[src/rtl/ioctl_pkg.sv]
package ioctl_pkg;
   // array shape
   localparam int NLINE = 12;
   localparam int NCELL = 8;
   localparam int NDED = 6;
   localparam int NDCLK = 2;
   localparam int NGLOB = 4;
   localparam int NROW = 3;
   localparam int ROW_CH = 144;
   localparam int ROW_PER = 18;
   localparam int COL_CH = 24;
   localparam int COL_PER = 16;
   localparam int COL_STEP = 8;
   localparam int COL_FIRST = 6;
   localparam int NSYNC = 18;
   // register bus
   localparam int AW = 6;
   localparam int DW = 32;
   localparam logic [5:0] ADDR_SRC0 = 6'h00;
   localparam logic [5:0] ADDR_CELL0 = 6'h10;
   localparam logic [5:0] ADDR_GLOB = 6'h18;
   localparam logic [5:0] ADDR_STAT = 6'h19;
   // line source word fields
   localparam int SRC_LSB = 0;
   localparam int ROWF_LSB = 4;
   localparam logic [2:0] SRC_ROWCELL = 3'h6;
   localparam logic [2:0] SRC_COLROUTE = 3'h7;
   // cell config word fields
   localparam int DIR_BIT = 0;
   localparam int CLK_LSB = 1;
   localparam int CLR_LSB = 3;
   localparam int CE_LSB = 5;
   localparam int OE_LSB = 8;
   localparam int RSEL_LSB = 12;
   localparam int CSEL_LSB = 17;
   localparam int LANE_LSB = 21;
   // global control word fields
   localparam int GINT_LSB = 0;
   localparam int OEOPT_BIT = 4;
   // reset values
   localparam logic [31:0] SRC_RST = 32'h0000_0000;
   localparam logic [31:0] CELL_RST = 32'h0000_0FE0;
   localparam logic [31:0] GLOB_RST = 32'h0000_0000;
   // shared roles of the control lines
   localparam int LN_CE0 = 6;
   localparam int LN_PCLOCK_0 = 6;
   localparam int LN_OUT_EN_6 = 7;
   localparam int LN_PCLEAR_0 = 8;
   localparam int LN_OUT_EN_7 = 9;
   localparam int LN_PCLEAR_1 = 10;
   localparam int LN_PCLOCK_1 = 11;
   localparam int GLOB_LINE [NGLOB] = '{6, 7, 9, 11};
   localparam int ASSIGN_ROW [NLINE] = '{0, 0, 1, 1, 2, 2, 0, 0, 1, 1, 2, 2};

   // register clock choice, plain binary codes
   typedef enum logic [1:0] {
      CK_P0 = 2'h0,
      CK_P1 = 2'h1,
      CK_D1 = 2'h2,
      CK_D0 = 2'h3
   } ioctl_clk_e;

   // clock enable pick: lines 0-5 of the enable group, logic cell, or always
   function automatic logic ce_of(input logic [2:0] sel, input logic [11:0] lines,
                                  input logic lc);
      if (sel < 3'h6) begin
         ce_of = lines[LN_CE0 + int'(sel)];
      end else if (sel == 3'h6) begin
         ce_of = lc;
      end else begin
         ce_of = 1'b1;
      end
   endfunction

   // output enable pick: enables 0-7, logic cell, on, or off
   function automatic logic oe_of(input logic [3:0] sel, input logic [11:0] lines,
                                  input logic lc);
      if (sel < 4'h6) begin
         oe_of = lines[sel];
      end else if (sel == 4'h6) begin
         oe_of = lines[LN_OUT_EN_6];
      end else if (sel == 4'h7) begin
         oe_of = lines[LN_OUT_EN_7];
      end else if (sel == 4'h8) begin
         oe_of = lc;
      end else begin
         oe_of = (sel == 4'h9);
      end
   endfunction
endpackage

[src/rtl/ioctl_sync.sv]
`timescale 1ns/1ps
module ioctl_sync #(parameter int W = 1) (
   // clock and reset
   input wire logic ref_clk,
   input wire logic rstn,
   // raw pin levels
   input wire logic [W-1:0] d,
   // levels safe to use
   output logic [W-1:0] q
);
   // first stage, read only by the second
   logic [W-1:0] meta_q;

   // two flip-flop level crossing
   always_ff @(posedge ref_clk or negedge rstn) begin
      if (!rstn) begin
         meta_q <= '0;
         q <= '0;
      end else begin
         meta_q <= d;
         q <= meta_q;
      end
   end
endmodule

[src/rtl/ioctl_cell.sv]
`timescale 1ns/1ps
module ioctl_cell #(parameter bit COL_END = 1'b0) (
   // clock and reset
   input wire logic ref_clk,
   input wire logic rstn,
   // chip-wide controls
   input wire logic chip_rst,
   input wire logic pins_off,
   // configuration word
   input wire logic [31:0] cfg,
   // peripheral control lines and dedicated clocks
   input wire logic [11:0] lines,
   input wire logic [1:0] dclk,
   // logic cell enables
   input wire logic lc_ce,
   input wire logic lc_oe,
   // data sources
   input wire logic pad_in,
   input wire logic [17:0] row_sub,
   input wire logic [15:0] col_sub,
   // cell state and pin drive
   output logic cell_q,
   output logic pad_oe_q
);
   // config fields
   logic dir_out;
   logic [1:0] clr_sel;
   logic [2:0] ce_sel;
   logic [3:0] oe_sel;
   logic [4:0] rsel;
   logic [3:0] csel;
   // selected controls
   logic clk_lvl;
   logic clk_prev_q;
   logic clk_edge;
   logic clr_lvl;
   logic ce_lvl;
   logic oe_lvl;
   logic data_d;

   assign dir_out = cfg[ioctl_pkg::DIR_BIT];
   assign clr_sel = cfg[ioctl_pkg::CLR_LSB +: 2];
   assign ce_sel = cfg[ioctl_pkg::CE_LSB +: 3];
   assign oe_sel = cfg[ioctl_pkg::OE_LSB +: 4];
   assign rsel = cfg[ioctl_pkg::RSEL_LSB +: 5];
   assign csel = cfg[ioctl_pkg::CSEL_LSB +: 4];

   // clock source: two peripheral clocks or two dedicated clock pins
   always_comb begin
      unique case (ioctl_pkg::ioctl_clk_e'(cfg[ioctl_pkg::CLK_LSB +: 2]))
         ioctl_pkg::CK_P0: clk_lvl = lines[ioctl_pkg::LN_PCLOCK_0];
         ioctl_pkg::CK_P1: clk_lvl = lines[ioctl_pkg::LN_PCLOCK_1];
         ioctl_pkg::CK_D0: clk_lvl = dclk[0];
         ioctl_pkg::CK_D1: clk_lvl = dclk[1];
      endcase
   end

   // clear source: none, clear 0 or clear 1
   always_comb begin
      unique case (clr_sel)
         2'h1: clr_lvl = lines[ioctl_pkg::LN_PCLEAR_0];
         2'h2: clr_lvl = lines[ioctl_pkg::LN_PCLEAR_1];
         default: clr_lvl = 1'b0;
      endcase
   end

   // enables from shared lines or from a logic cell
   assign ce_lvl = ioctl_pkg::ce_of(ce_sel, lines, lc_ce);
   assign oe_lvl = ioctl_pkg::oe_of(oe_sel, lines, lc_oe);

   // rising edge of the selected clock, seen as a one-cycle enable
   always_ff @(posedge ref_clk or negedge rstn) begin
      if (!rstn) begin
         clk_prev_q <= 1'b0;
      end else begin
         clk_prev_q <= clk_lvl;
      end
   end
   assign clk_edge = clk_lvl & ~clk_prev_q;

   // data: pin for capture, channel multiplexer for output
   always_comb begin
      if (!dir_out) begin
         data_d = pad_in;
      end else if (COL_END) begin
         data_d = col_sub[csel];
      end else if (rsel < 5'h12) begin
         data_d = row_sub[rsel];
      end else begin
         data_d = 1'b0;
      end
   end

   // the one cell register, input capture or output
   always_ff @(posedge ref_clk or negedge rstn) begin
      if (!rstn) begin
         cell_q <= 1'b0;
      end else if (chip_rst) begin
         cell_q <= 1'b0;
      end else if (clr_lvl) begin
         cell_q <= 1'b0;
      end else if (clk_edge && ce_lvl) begin
         cell_q <= data_d;
      end
   end

   // pin buffer enable, forced off by the chip-wide enable
   always_ff @(posedge ref_clk or negedge rstn) begin
      if (!rstn) begin
         pad_oe_q <= 1'b0;
      end else begin
         pad_oe_q <= dir_out & oe_lvl & ~pins_off;
      end
   end
endmodule

[src/rtl/ioctl_top.sv]
// Local design decisions: the register offsets and the plain strobed port.
`timescale 1ns/1ps
module ioctl_top (
   // clock and reset
   input wire logic ref_clk,
   input wire logic rstn,
   // register port
   input wire logic [5:0] reg_addr,
   input wire logic [31:0] reg_wdata,
   input wire logic reg_wr,
   input wire logic reg_rd,
   output logic [31:0] reg_rdata,
   // dedicated device pins
   input wire logic [5:0] ded_pin,
   input wire logic [1:0] dclk_pin,
   input wire logic chip_rstn_pin,
   input wire logic chip_oe_pin,
   // io cell pins
   input wire logic [7:0] pad_in,
   output logic [7:0] pad_out,
   output logic [7:0] pad_oe,
   // logic array side
   input wire logic [2:0] lc_first,
   input wire logic [7:0] lc_ce,
   input wire logic [7:0] lc_oe,
   input wire logic [143:0] row_chan,
   input wire logic [23:0] col_chan,
   output logic [143:0] row_drive,
   output logic [23:0] col_drive,
   output logic [3:0] fanout_line
);
   // synchronised pins
   logic [17:0] sync_q;
   logic [5:0] ded_s;
   logic [1:0] dclk_s;
   logic chip_rst;
   logic pins_off;
   logic [7:0] pad_s;
   logic [5:0] ded_view;
   // software state
   logic [31:0] src_q [ioctl_pkg::NLINE];
   logic [31:0] cell_cfg_q [ioctl_pkg::NCELL];
   logic [31:0] glob_q;
   logic [31:0] rdata_d;
   logic [31:0] status;
   // control lines and cell state
   logic [11:0] lines_d;
   logic [11:0] lines_q;
   logic [7:0] cell_val;
   logic [143:0] row_drv_d;
   logic [23:0] col_drv_d;
   logic [3:0] fanout_q;

   // register address match
   function automatic logic hit(input logic [5:0] addr, input logic [5:0] base,
                                input int idx);
      hit = (addr == base + 6'(idx));
   endfunction

   // all pin levels cross into ref_clk through two flops
   ioctl_sync #(.W(ioctl_pkg::NSYNC)) u_sync (
      .ref_clk(ref_clk),
      .rstn(rstn),
      .d({pad_in, chip_oe_pin, chip_rstn_pin, dclk_pin, ded_pin}),
      .q(sync_q)
   );
   assign ded_s = sync_q[5:0];
   assign dclk_s = sync_q[7:6];
   assign chip_rst = ~sync_q[8];
   assign pins_off = glob_q[ioctl_pkg::OEOPT_BIT] & ~sync_q[9];
   assign pad_s = sync_q[17:10];

   // a pin whose fan-out line is driven inside reads as zero everywhere
   assign ded_view = ded_s & ~{2'h0, glob_q[ioctl_pkg::GINT_LSB +: 4]};

   // line source registers
   always_ff @(posedge ref_clk or negedge rstn) begin
      if (!rstn) begin
         for (int i = 0; i < ioctl_pkg::NLINE; i++) begin
            src_q[i] <= ioctl_pkg::SRC_RST;
         end
      end else if (reg_wr) begin
         for (int i = 0; i < ioctl_pkg::NLINE; i++) begin
            if (hit(reg_addr, ioctl_pkg::ADDR_SRC0, i)) begin
               src_q[i] <= reg_wdata;
            end
         end
      end
   end

   // cell configuration registers
   always_ff @(posedge ref_clk or negedge rstn) begin
      if (!rstn) begin
         for (int c = 0; c < ioctl_pkg::NCELL; c++) begin
            cell_cfg_q[c] <= ioctl_pkg::CELL_RST;
         end
      end else if (reg_wr) begin
         for (int c = 0; c < ioctl_pkg::NCELL; c++) begin
            if (hit(reg_addr, ioctl_pkg::ADDR_CELL0, c)) begin
               cell_cfg_q[c] <= reg_wdata;
            end
         end
      end
   end

   // global control: internal fan-out drive and chip enable option
   always_ff @(posedge ref_clk or negedge rstn) begin
      if (!rstn) begin
         glob_q <= ioctl_pkg::GLOB_RST;
      end else if (reg_wr && reg_addr == ioctl_pkg::ADDR_GLOB) begin
         glob_q <= {27'h0, reg_wdata[4:0]};
      end
   end

   // status word of live block state
   assign status = {7'h0, chip_rst, fanout_q, lines_q, cell_val};

   // read multiplexer, unmapped reads zero
   always_comb begin
      rdata_d = 32'h0000_0000;
      for (int i = 0; i < ioctl_pkg::NLINE; i++) begin
         if (hit(reg_addr, ioctl_pkg::ADDR_SRC0, i)) begin
            rdata_d = src_q[i];
         end
      end
      for (int c = 0; c < ioctl_pkg::NCELL; c++) begin
         if (hit(reg_addr, ioctl_pkg::ADDR_CELL0, c)) begin
            rdata_d = cell_cfg_q[c];
         end
      end
      if (reg_addr == ioctl_pkg::ADDR_GLOB) begin
         rdata_d = glob_q;
      end else if (reg_addr == ioctl_pkg::ADDR_STAT) begin
         rdata_d = status;
      end
   end

   // read data stand only in the cycle after the strobe
   always_ff @(posedge ref_clk or negedge rstn) begin
      if (!rstn) begin
         reg_rdata <= 32'h0000_0000;
      end else if (reg_rd) begin
         reg_rdata <= rdata_d;
      end else begin
         reg_rdata <= 32'h0000_0000;
      end
   end

   // twelve control lines, each from a pin or a row's first logic cell, or zero when a column route names row 3
   always_comb begin
      for (int i = 0; i < ioctl_pkg::NLINE; i++) begin
         if (src_q[i][2:0] < ioctl_pkg::SRC_ROWCELL) begin
            lines_d[i] = ded_view[src_q[i][2:0]];
         end else if (src_q[i][2:0] == ioctl_pkg::SRC_ROWCELL) begin
            lines_d[i] = lc_first[ioctl_pkg::ASSIGN_ROW[i]];
         end else if (src_q[i][ioctl_pkg::ROWF_LSB +: 2] < 2'h3) begin
            lines_d[i] = lc_first[src_q[i][ioctl_pkg::ROWF_LSB +: 2]];
         end else begin
            lines_d[i] = 1'b0;
         end
      end
   end

   // registered control bus; lines 6-11 double as clock enables
   always_ff @(posedge ref_clk or negedge rstn) begin
      if (!rstn) begin
         lines_q <= 12'h000;
      end else begin
         lines_q <= lines_d;
      end
   end

   // fan-out lines from their pin, or from a control line
   always_ff @(posedge ref_clk or negedge rstn) begin
      if (!rstn) begin
         fanout_q <= 4'h0;
      end else begin
         for (int g = 0; g < ioctl_pkg::NGLOB; g++) begin
            if (glob_q[ioctl_pkg::GINT_LSB + g]) begin
               fanout_q[g] <= lines_q[ioctl_pkg::GLOB_LINE[g]];
            end else begin
               fanout_q[g] <= ded_s[g];
            end
         end
      end
   end
   assign fanout_line = fanout_q;

   // io cells: six on row ends, two on the column end
   generate
      for (genvar c = 0; c < ioctl_pkg::NCELL; c++) begin : g_cell
         logic [17:0] row_sub;
         logic [15:0] col_sub;
         if (c < ioctl_pkg::COL_FIRST) begin : g_row
            assign row_sub = row_chan[c*ioctl_pkg::ROW_PER +: ioctl_pkg::ROW_PER];
            assign col_sub = 16'h0000;
         end else begin : g_col
            assign row_sub = 18'h00000;
            for (genvar k = 0; k < ioctl_pkg::COL_PER; k++) begin : g_k
               assign col_sub[k] = col_chan[((c - ioctl_pkg::COL_FIRST)
                  * ioctl_pkg::COL_STEP + k) % ioctl_pkg::COL_CH];
            end
         end
         ioctl_cell #(.COL_END(c >= ioctl_pkg::COL_FIRST)) u_cell (
            .ref_clk(ref_clk),
            .rstn(rstn),
            .chip_rst(chip_rst),
            .pins_off(pins_off),
            .cfg(cell_cfg_q[c]),
            .lines(lines_q),
            .dclk(dclk_s),
            .lc_ce(lc_ce[c]),
            .lc_oe(lc_oe[c]),
            .pad_in(pad_s[c]),
            .row_sub(row_sub),
            .col_sub(col_sub),
            .cell_q(cell_val[c]),
            .pad_oe_q(pad_oe[c])
         );
      end
   endgenerate
   assign pad_out = cell_val;

   // input cells place their value on two distinct channels; row-end cells only for lanes 0-8, otherwise on none
   always_comb begin
      int lane;
      int base;
      lane = 0;
      base = 0;
      row_drv_d = '0;
      col_drv_d = '0;
      for (int c = 0; c < ioctl_pkg::NCELL; c++) begin
         lane = int'(cell_cfg_q[c][ioctl_pkg::LANE_LSB +: 4]);
         if (cell_cfg_q[c][ioctl_pkg::DIR_BIT]) begin
            base = 0;
         end else if (c < ioctl_pkg::COL_FIRST) begin
            if (lane < ioctl_pkg::ROW_PER / 2) begin
               base = c * ioctl_pkg::ROW_PER + lane;
               row_drv_d[base] = cell_val[c];
               row_drv_d[base + ioctl_pkg::ROW_PER / 2] = cell_val[c];
            end
         end else begin
            base = ((c - ioctl_pkg::COL_FIRST) * ioctl_pkg::COL_STEP + (lane % 8))
               % ioctl_pkg::COL_CH;
            col_drv_d[base] = cell_val[c];
            col_drv_d[(base + ioctl_pkg::COL_STEP) % ioctl_pkg::COL_CH] = cell_val[c];
         end
      end
   end

   // registered channel drive
   always_ff @(posedge ref_clk or negedge rstn) begin
      if (!rstn) begin
         row_drive <= '0;
         col_drive <= '0;
      end else begin
         row_drive <= row_drv_d;
         col_drive <= col_drv_d;
      end
   end

   // checks
   property p_chip_rst;
      @(posedge ref_clk) disable iff (!rstn) chip_rst |=> (cell_val == 8'h00);
   endproperty
   a_chip_rst: assert property (p_chip_rst) else $error("cell not reset");

   property p_rst_pin;
      @(posedge ref_clk) disable iff (!rstn) (!chip_rstn_pin) [*3] |=> (cell_val == 8'h00);
   endproperty
   a_rst_pin: assert property (p_rst_pin) else $error("low reset pin ignored");

   property p_oe_off;
      @(posedge ref_clk) disable iff (!rstn)
         (glob_q[4] && !chip_oe_pin) [*3] |=> (pad_oe == 8'h00);
   endproperty
   a_oe_off: assert property (p_oe_off) else $error("pin driven while disabled");

   property p_line_src;
      @(posedge ref_clk) disable iff (!rstn)
         (src_q[0][2:0] == 3'h0) |=> (lines_q[0] == $past(ded_view[0]));
   endproperty
   a_line_src: assert property (p_line_src) else $error("line 0 source wrong");

   property p_glob;
      @(posedge ref_clk) disable iff (!rstn)
         glob_q[0] ##1 glob_q[0] |=> (fanout_q[0] == $past(lines_d[6], 2));
   endproperty
   a_glob: assert property (p_glob) else $error("fan-out 0 not from line");

   property p_disc;
      @(posedge ref_clk) disable iff (!rstn)
         (glob_q[0] && src_q[8][2:0] == 3'h0) |=> (lines_q[8] == 1'b0);
   endproperty
   a_disc: assert property (p_disc) else $error("disconnected pin still feeds");

   property p_row_in;
      @(posedge ref_clk) disable iff (!rstn)
         (!cell_cfg_q[0][0] && cell_cfg_q[0][24:21] == 4'h0)
         |=> (row_drive[0] == $past(cell_val[0]) && row_drive[9] == $past(cell_val[0]));
   endproperty
   a_row_in: assert property (p_row_in) else $error("row drive wrong");

   property p_clr;
      @(posedge ref_clk) disable iff (!rstn)
         (cell_cfg_q[0][4:3] == 2'h1 && lines_q[8]) |=> (cell_val[0] == 1'b0);
   endproperty
   a_clr: assert property (p_clr) else $error("clear did not act");

   c_rst: cover property (@(posedge ref_clk) disable iff (!rstn) $rose(chip_rst));
   c_glob: cover property (@(posedge ref_clk) disable iff (!rstn) glob_q[0] && fanout_q[0]);
   c_oe: cover property (@(posedge ref_clk) disable iff (!rstn) pad_oe != 8'h00);
   c_cap: cover property (@(posedge ref_clk) disable iff (!rstn) $rose(cell_val[0]));
endmodule

[config.mk]
export PLATFORM = sky130hd
export DESIGN_NAME = ioctl_top
export DESIGN_NICKNAME = d
export VERILOG_FILES = /design/src/rtl/ioctl_pkg.sv /design/src/rtl/ioctl_sync.sv /design/src/rtl/ioctl_cell.sv /design/src/rtl/ioctl_top.sv
export SDC_FILE = /design/constraint.sdc
export NUM_CORES = 2
export LEC_CHECK = 0
export BUFFER_PORTS_ARGS = -buffer_cell sky130_fd_sc_hd__buf_2
export CAP_MARGIN = 30
export CORE_MARGIN = 8
export CORE_UTILIZATION = 59
export DETAILED_ROUTE_END_ITERATION = 8
export PLACE_DENSITY_LB_ADDON = 0.3
export SLEW_MARGIN = 20
export SYNTH_ARGS = -nofsm -noshare
export SYNTH_HDL_FRONTEND = slang
export SYNTH_SLANG_ARGS = --single-unit
[constraint.sdc]
create_clock -name ref_clk -period 5 [get_ports ref_clk]
set_input_delay 1 -clock ref_clk [delete_from_list [all_inputs] [get_ports ref_clk]]
set_output_delay 1 -clock ref_clk [all_outputs]
set_load 0.05 [all_outputs]
* Word-level counts from Yosys, hierarchy flattened
Index checks and enable logic that the tools add are counted.
Storage, ports and cells: register bits 921, latch bits 0, RAM bits 0, bits in read-only memories 0, input bits 247, output and inout port bits 220, memories kept 0
Operators by class: add/sub/neg operators 22, multipliers 0, divide/modulo/power cells 4, magnitude comparators 132, eq/ne operators 121, shifts and indexed selects 0, muxes and demuxes 329, bitwise operators 40, reductions and logical operators 54
Operators with widths (number):
- $mux 144 | 12
- $bwmux 144 | 11
- $mux 32 | 23
- $lt 32x6->1 const B | 8
- $mux 1 | 198
- $and 144x16->144 | 1
- $ge 32x1->1 const B | 4
- $lt 32x7->1 const B | 4
- $mod 32x6->32 const B | 3
- $demux 1 s8 | 11
- $bmux 1 s4 | 18
- $bwmux 24 | 3
- $add 32x5->32 const B | 2
- $eq 4x3->1 const B | 16
- $eq 4x4->1 const B | 16
- $eq 3x3->1 const B | 20
- $eq 6x5->1 const B | 10
- $lt 3x3->1 const B | 20
- $lt 4x5->1 const B | 10
- $eq 2x2->1 const B | 24
- $lt 3x4->1 const B | 12
- $mux 24 | 2
- $reduce_and 2->1 | 20
- $bmux 1 s3 | 12
- other kinds (48) | 242

* Depth between registers and ports, before layout
word-level depth 28, mapped depth 13, gate-level depth less buffers 10

* Modules after synthesis
Synthesis repeated with hierarchy kept, for this count alone.
Unflattened totals: cells, all modules 4219, area total of the unflattened synthesis 48361.4 um2
By module, submodules not included:
- ioctl_top | instances 1, cells an instance 3733, area an instance 42728.5 um2, sequential area each 21615.7 um2
- ioctl_cell (g_cell[0].u_cell ...) | instances 6, cells an instance 57, area an instance 599.3 um2, sequential area each 75.1 um2
- ioctl_cell (g_cell[6].u_cell ...) | instances 2, cells an instance 54, area an instance 568.0 um2, sequential area each 75.1 um2
- ioctl_sync | instances 1, cells an instance 36, area an instance 900.9 um2, sequential area each 900.9 um2

* Worst setup path after synthesis
No wires, ideal clock.
kind flip-flop to flip-flop, from register cell_cfg_q[150] (netlist name), to register row_drive[68], setup time 0.125 ns, arrival 2.718 ns, data required time 4.875 ns, path slack 2.157 ns, stages on the path, launching flop included 14, buffers on the path 3, period minus slack after synthesis 2.843 ns, path through dfrtp_1 > clkbuf_1 > inv_1 > ha_1 > inv_1 > ha_1 > clkbuf_1 > inv_1 > a211oi_1 > or2_2 > buf_2 > a311oi_1 > a41o_1 > mux2_2
Between the ends: word-level cells in the longest chain between the ends 17, elaborated cells between the ends (all ways) 25, those cells by class 2 x add/sub; 5 x order compare; 16 x mux; 2 x reduce/logical
Ends and longest elaborated chain:
- start, declared | RTL line ioctl_top.sv:42 | logic [31:0] cell_cfg_q [ioctl_pkg::NCELL];
- start signal, assigned by index | RTL line ioctl_top.sv:95 | cell_cfg_q[c] <= ioctl_pkg::CELL_RST;
- start signal, assigned by index | RTL line ioctl_top.sv:100 | cell_cfg_q[c] <= reg_wdata;
- $add 6x4->7 | RTL line ioctl_top.sv:238 | base = c * ioctl_pkg::ROW_PER + lane;
- $add 7x4->8, or another cell as far along | RTL line ioctl_top.sv:240 | row_drv_d[base + ioctl_pkg::ROW_PER / 2] = cell_val[c];
- $lt 8x9->1 (implied by the code), or another cell as far along | RTL line ioctl_top.sv:240
- $logic_and 1x1->1 (implied by the code) or $mux 1 (tied branches) | RTL line ioctl_top.sv:240, ioctl_top.sv:239
- $mux 1 (implied by the code) or $demux 1 s8 (tied branches) | RTL line ioctl_top.sv:240, ioctl_top.sv:239
- $demux 1 s8 or $bwmux 144 (tied branches) | RTL line ioctl_top.sv:240, ioctl_top.sv:239
- $bwmux 144 | RTL line ioctl_top.sv:240
- $mux 144 * | RTL line ioctl_top.sv:237 | if (lane < ioctl_pkg::ROW_PER / 2) begin
- (+2 left out)
- $bwmux 144 | RTL line ioctl_top.sv:240
- $mux 144 | RTL line ioctl_top.sv:237
- $mux 144 * | RTL line ioctl_top.sv:234 | if (cell_cfg_q[c][ioctl_pkg::DIR_BIT]) begin
- $bwmux 144 | RTL line ioctl_top.sv:239 | row_drv_d[base] = cell_val[c];
- $bwmux 144 | RTL line ioctl_top.sv:240
- $mux 144 | RTL line ioctl_top.sv:237
- $mux 144 * | RTL line ioctl_top.sv:234
- net row_drv_d[68] | RTL line ioctl_top.sv:50 | logic [143:0] row_drv_d;
- end signal, assigned | RTL line ioctl_top.sv:257 | row_drive <= row_drv_d;
- end, declared | RTL line ioctl_top.sv:28 | output logic [143:0] row_drive,
The timed path passes the listed nets; every way through them passes the cells marked *. A chain may end at the register's enable or synchronous reset.

* Final worst setup path
from input reg_addr[0], to register reg_rdata[9]
Between the ends: word-level cells in the longest chain between the ends 24, elaborated cells between the ends (all ways) 45, those cells by class 21 x eq/ne; 23 x mux; 1 x reduce/logical
Ends and longest elaborated chain:
- start, declared | RTL line ioctl_top.sv:8 | input wire logic [5:0] reg_addr,
- $logic_not 6->1 | RTL line ioctl_top.sv:57 | hit = (addr == base + 6'(idx));
- $mux 32 (12 in a row) | RTL line ioctl_top.sv:122 | if (hit(reg_addr, ioctl_pkg::ADDR_SRC0, i)) begin
- $mux 32 (8 in a row) | RTL line ioctl_top.sv:127 | if (hit(reg_addr, ioctl_pkg::ADDR_CELL0, c)) begin
- $mux 32 | RTL line ioctl_top.sv:133 | end else if (reg_addr == ioctl_pkg::ADDR_STAT) begin
- $mux 32 * | RTL line ioctl_top.sv:131 | if (reg_addr == ioctl_pkg::ADDR_GLOB) begin
- $mux 32 * | RTL line ioctl_top.sv:142 | end else if (reg_rd) begin
- end signal, assigned | RTL line ioctl_top.sv:143 | reg_rdata <= rdata_d;
- end, declared | RTL line ioctl_top.sv:12 | output logic [31:0] reg_rdata,
Every way passes the cells marked *; elsewhere a longest branch is shown, timed or not.

==> impl_results.md <==
- Hpwl dp: 123000 um
- Worst r2r src: cell_cfg_q[214]
- Row count: 104
- Share of cells above drive strength 1: 0.356
- Synth warn: 0
- Sequential area share after synthesis: 0.483
- CTS tree: done
- Crit end category: flip-flop
- Hold Crit Depth: 0
- Max-Cap Viols: 0
- 1st-iter DRT viols: 4907
- Final Net Count: 4791
- Simple-Gate Fraction of Synth Area: 0.0949
- Type of the worst min-delay path: reg -> reg
- # resized after CTS: 0
- Power Dens Cells: 386 mW/mm^2
- R2r endpoint: row_drive[59]
- DRC: 0
- Worst Path Required: 5.53 ns
- Post-synth top area cell: dfrtp_1
- Ys async rst share: 1.00
- Clk root buf: clkbuf_16
- Total number of vias: 39000
- Clock Skews: 0.0482 ns
- Most Crowded Layer GR: met2
- Synth Area in Adders: 0.0172
- CTS Buf Count: 95
- Post-synth top area share: 0.452
- Hold-fix buffers at CTS: 0
- First-pass GRT wire length: 255000 um
- Initial antenna violation count: 13
- Final wirelength: 174000 um
- Reg2reg setup slack: 1.50 ns
- Area grow syn2layout: 13.8%
- IR drop worst, VDD: 327 uV
- Worst r2r path cells: 8
- # clock sinks: 921
- Setup Crit Path Kind: in -> reg
- Final setup vio count: 0
- Pleak: 0.0249 uW
- Combinational family with the most area after synthesis: multiplexers
- Synth Instances: 4174
- Post-CTS setup buffers: 0
- RSZ-0062 raised after global routing: no
- Met2 Resource Use GR: 0.578
- Worst skew pair latency: 0.70 ns
- PortBufs: 430
- Total negative slack: 0 ns
- CP Max Fanout: 42
- Relative slew slack: 0.314
- Worst-margin pin slew: 1.01 ns
- Full die area: 0.0906 sq mm
- WP data arrival: 4.04 ns
- Ranking of synthesized cells by area: dfrtp_1, mux2_2, mux4_2
- Clock Path Buffers: 3
- Worst hold slack: 0.339 ns
- WL/cell: 31.0 um
- Mean Syn Cell Area: 11.5 sq um
- Fin crit period: 3.51 ns
- Die W: 301 um
- GRT met1 Usage: 0.474
- Worst hold endpoint: u_sync.q[3]
- Total gr overflow: 0
- Period Utilization, post-route: 0.703
- Vias in the first global route: 38600
- Global Route Usage Sum: 0.373
- Floorplan Core Area: 0.0804 sq mm
- Startpoint types: primary input
- Synth Cell Area: 0.0479 sq mm
- Commonest cells in the netlist: dfrtp_1, mux2_2, nor2_1, nand2_1, clkbuf_1
- Clk slew on worst S/H paths: 0.06 ns
- Top-count cell post-synth: dfrtp_1
- Final core occ: 0.678
- Post-synth EDFFs: 0
- Number of synthesized register bits: 921
- H-tree depth: 3
- Gpl congestion: 1.01
- Count of cell types in the netlist: 98
- Fin. max-slew vios: 0
- Die H: 301 um
- Final Hold Viols: 0
- Remaining antenna violation count: 0
- Hold Startpoint: u_sync.meta_q[3]
- Main synth FF type: dfrtp_1
- Vias per cell: 6.94
- Compound-Gate Fraction of Synth Area: 0.135
- M3 GR Usage: 0.0861
- Initial Utilization: 0.596
- DR pass1 iterations: 9
- I/O pins: 467
- Multiplexer area fraction after synthesis: 0.228
- Largest net degree at the start of global routing: 115
- Xor/xnor share of the synthesized area: 0.00238
- Max frequency: 285 MHz
- Outcome: finished, final reports clean
==> layout by cell type, fill, tap and decap left out, types with 35 or more instances in the layout <==
cell type / netlist / routed
o21ai_0: 160 / 160
nand3_1: 83 / 83
nor3_1: 57 / 57
inv_1: 82 / 82
clkbuf_16: 0 / 96
mux4_2: 106 / 106
nor2_1: 278 / 275
a22oi_1: 107 / 107
dfrtp_1: 865 / 865
a21oi_1: 133 / 132
o22ai_1: 99 / 99
buf_4: 22 / 123
a221oi_1: 44 / 44
dfstp_2: 56 / 56
a31oi_1: 35 / 35
ha_1: 66 / 66
nor2b_1: 37 / 36
mux2i_1: 82 / 82
buf_2: 101 / 428
nand2_1: 233 / 233
o211ai_1: 35 / 35
o31ai_1: 43 / 43
mux2_2: 684 / 684
==> power by group <==
group,switching (uW),internal (uW)
registers,1060,8330
logic,2390,1690
clock network,3090,4490
total,6540,14500
==> routing by layer <==
metal | up-vias | part of all wire
li1 | 16200 | -
met1 | 19600 | 0.37
met2 | 2553 | 0.46
met3 | 632 | 0.10
met4 | 4 | 0.074
met5 | - | 0.00046
==> logic make-up (layout without fill, tap and decap cells) <==
kind of cell	Yosys count	in the layout
other	1	13
muxes	875	875
xor gates and xnor gates	13	13
and+or+nand+nor	921	921
buffers and inverters	450	829
DFF	921	921
AOI/OAI and AO/OA	927	927
adders and majority gates	66	66
==> registers in the layout, indices dropped and copies added (netlist names) <==
| name | flops |
|---|---|
| cell_cfg_q | 256 |
| u_sync.meta_q | 18 |
| reg_rdata | 32 |
| lines_q | 12 |
| row_drive | 144 |
| fanout_line | 4 |
| col_drive | 24 |
| g_cell.u_cell.cell_q | 8 |
| src_q | 384 |
| glob_q | 5 |
| g_cell.u_cell.pad_oe_q | 8 |
| u_sync.q | 18 |
| g_cell.u_cell.clk_prev_q | 8 |
==> area by class of cell <==
class	count	area (sq um)
clock inverters	36	599
flip-flops and latches	921	23100
clock buffers	139	2770
fillers	6007	25900
multi-input cells	2806	22900
diodes	9	22.5
repair buffers	571	3440
inverters	83	312
well taps	1060	1330
==> how the worst max path moves through the flow <==
stage                    startpoint             to  slack [ns]  cells after the start
floorplan           cell_cfg_q[150]  row_drive[68]        2.16                     13
global placement        reg_addr[0]  reg_rdata[15]        1.11                      8
detailed placement      reg_addr[0]   reg_rdata[9]        1.11                      8
CTS                  cell_cfg_q[86]  row_drive[94]        1.61                      7
finish                  reg_addr[0]   reg_rdata[9]        1.49                      8
global route        cell_cfg_q[150]  row_drive[68]        1.35                     10
==> critical path, stage by stage <==
cell and delay [ns]:
buf_4 0.50, or2_2 0.57, nor2_2 0.33, buf_4 0.27, a221oi_1 0.35, o22ai_1 0.19
o31ai_1 0.59, a21oi_1 0.17
==> metrics by stage <==
stage                     setup WS [ns]  cells  area, sq um  power [uW]
final                              1.49   5625        54500       21000
after global routing               1.35   5625        54500       21700
after CTS                          1.61   5609        54400       20900
after floorplan                    2.16   4177        47900       11800
after global placement             1.11   5432        51000       13300
after detailed placement           1.11   5434        51000       13400
Note: power is estimated with default switching activity, not from simulation.
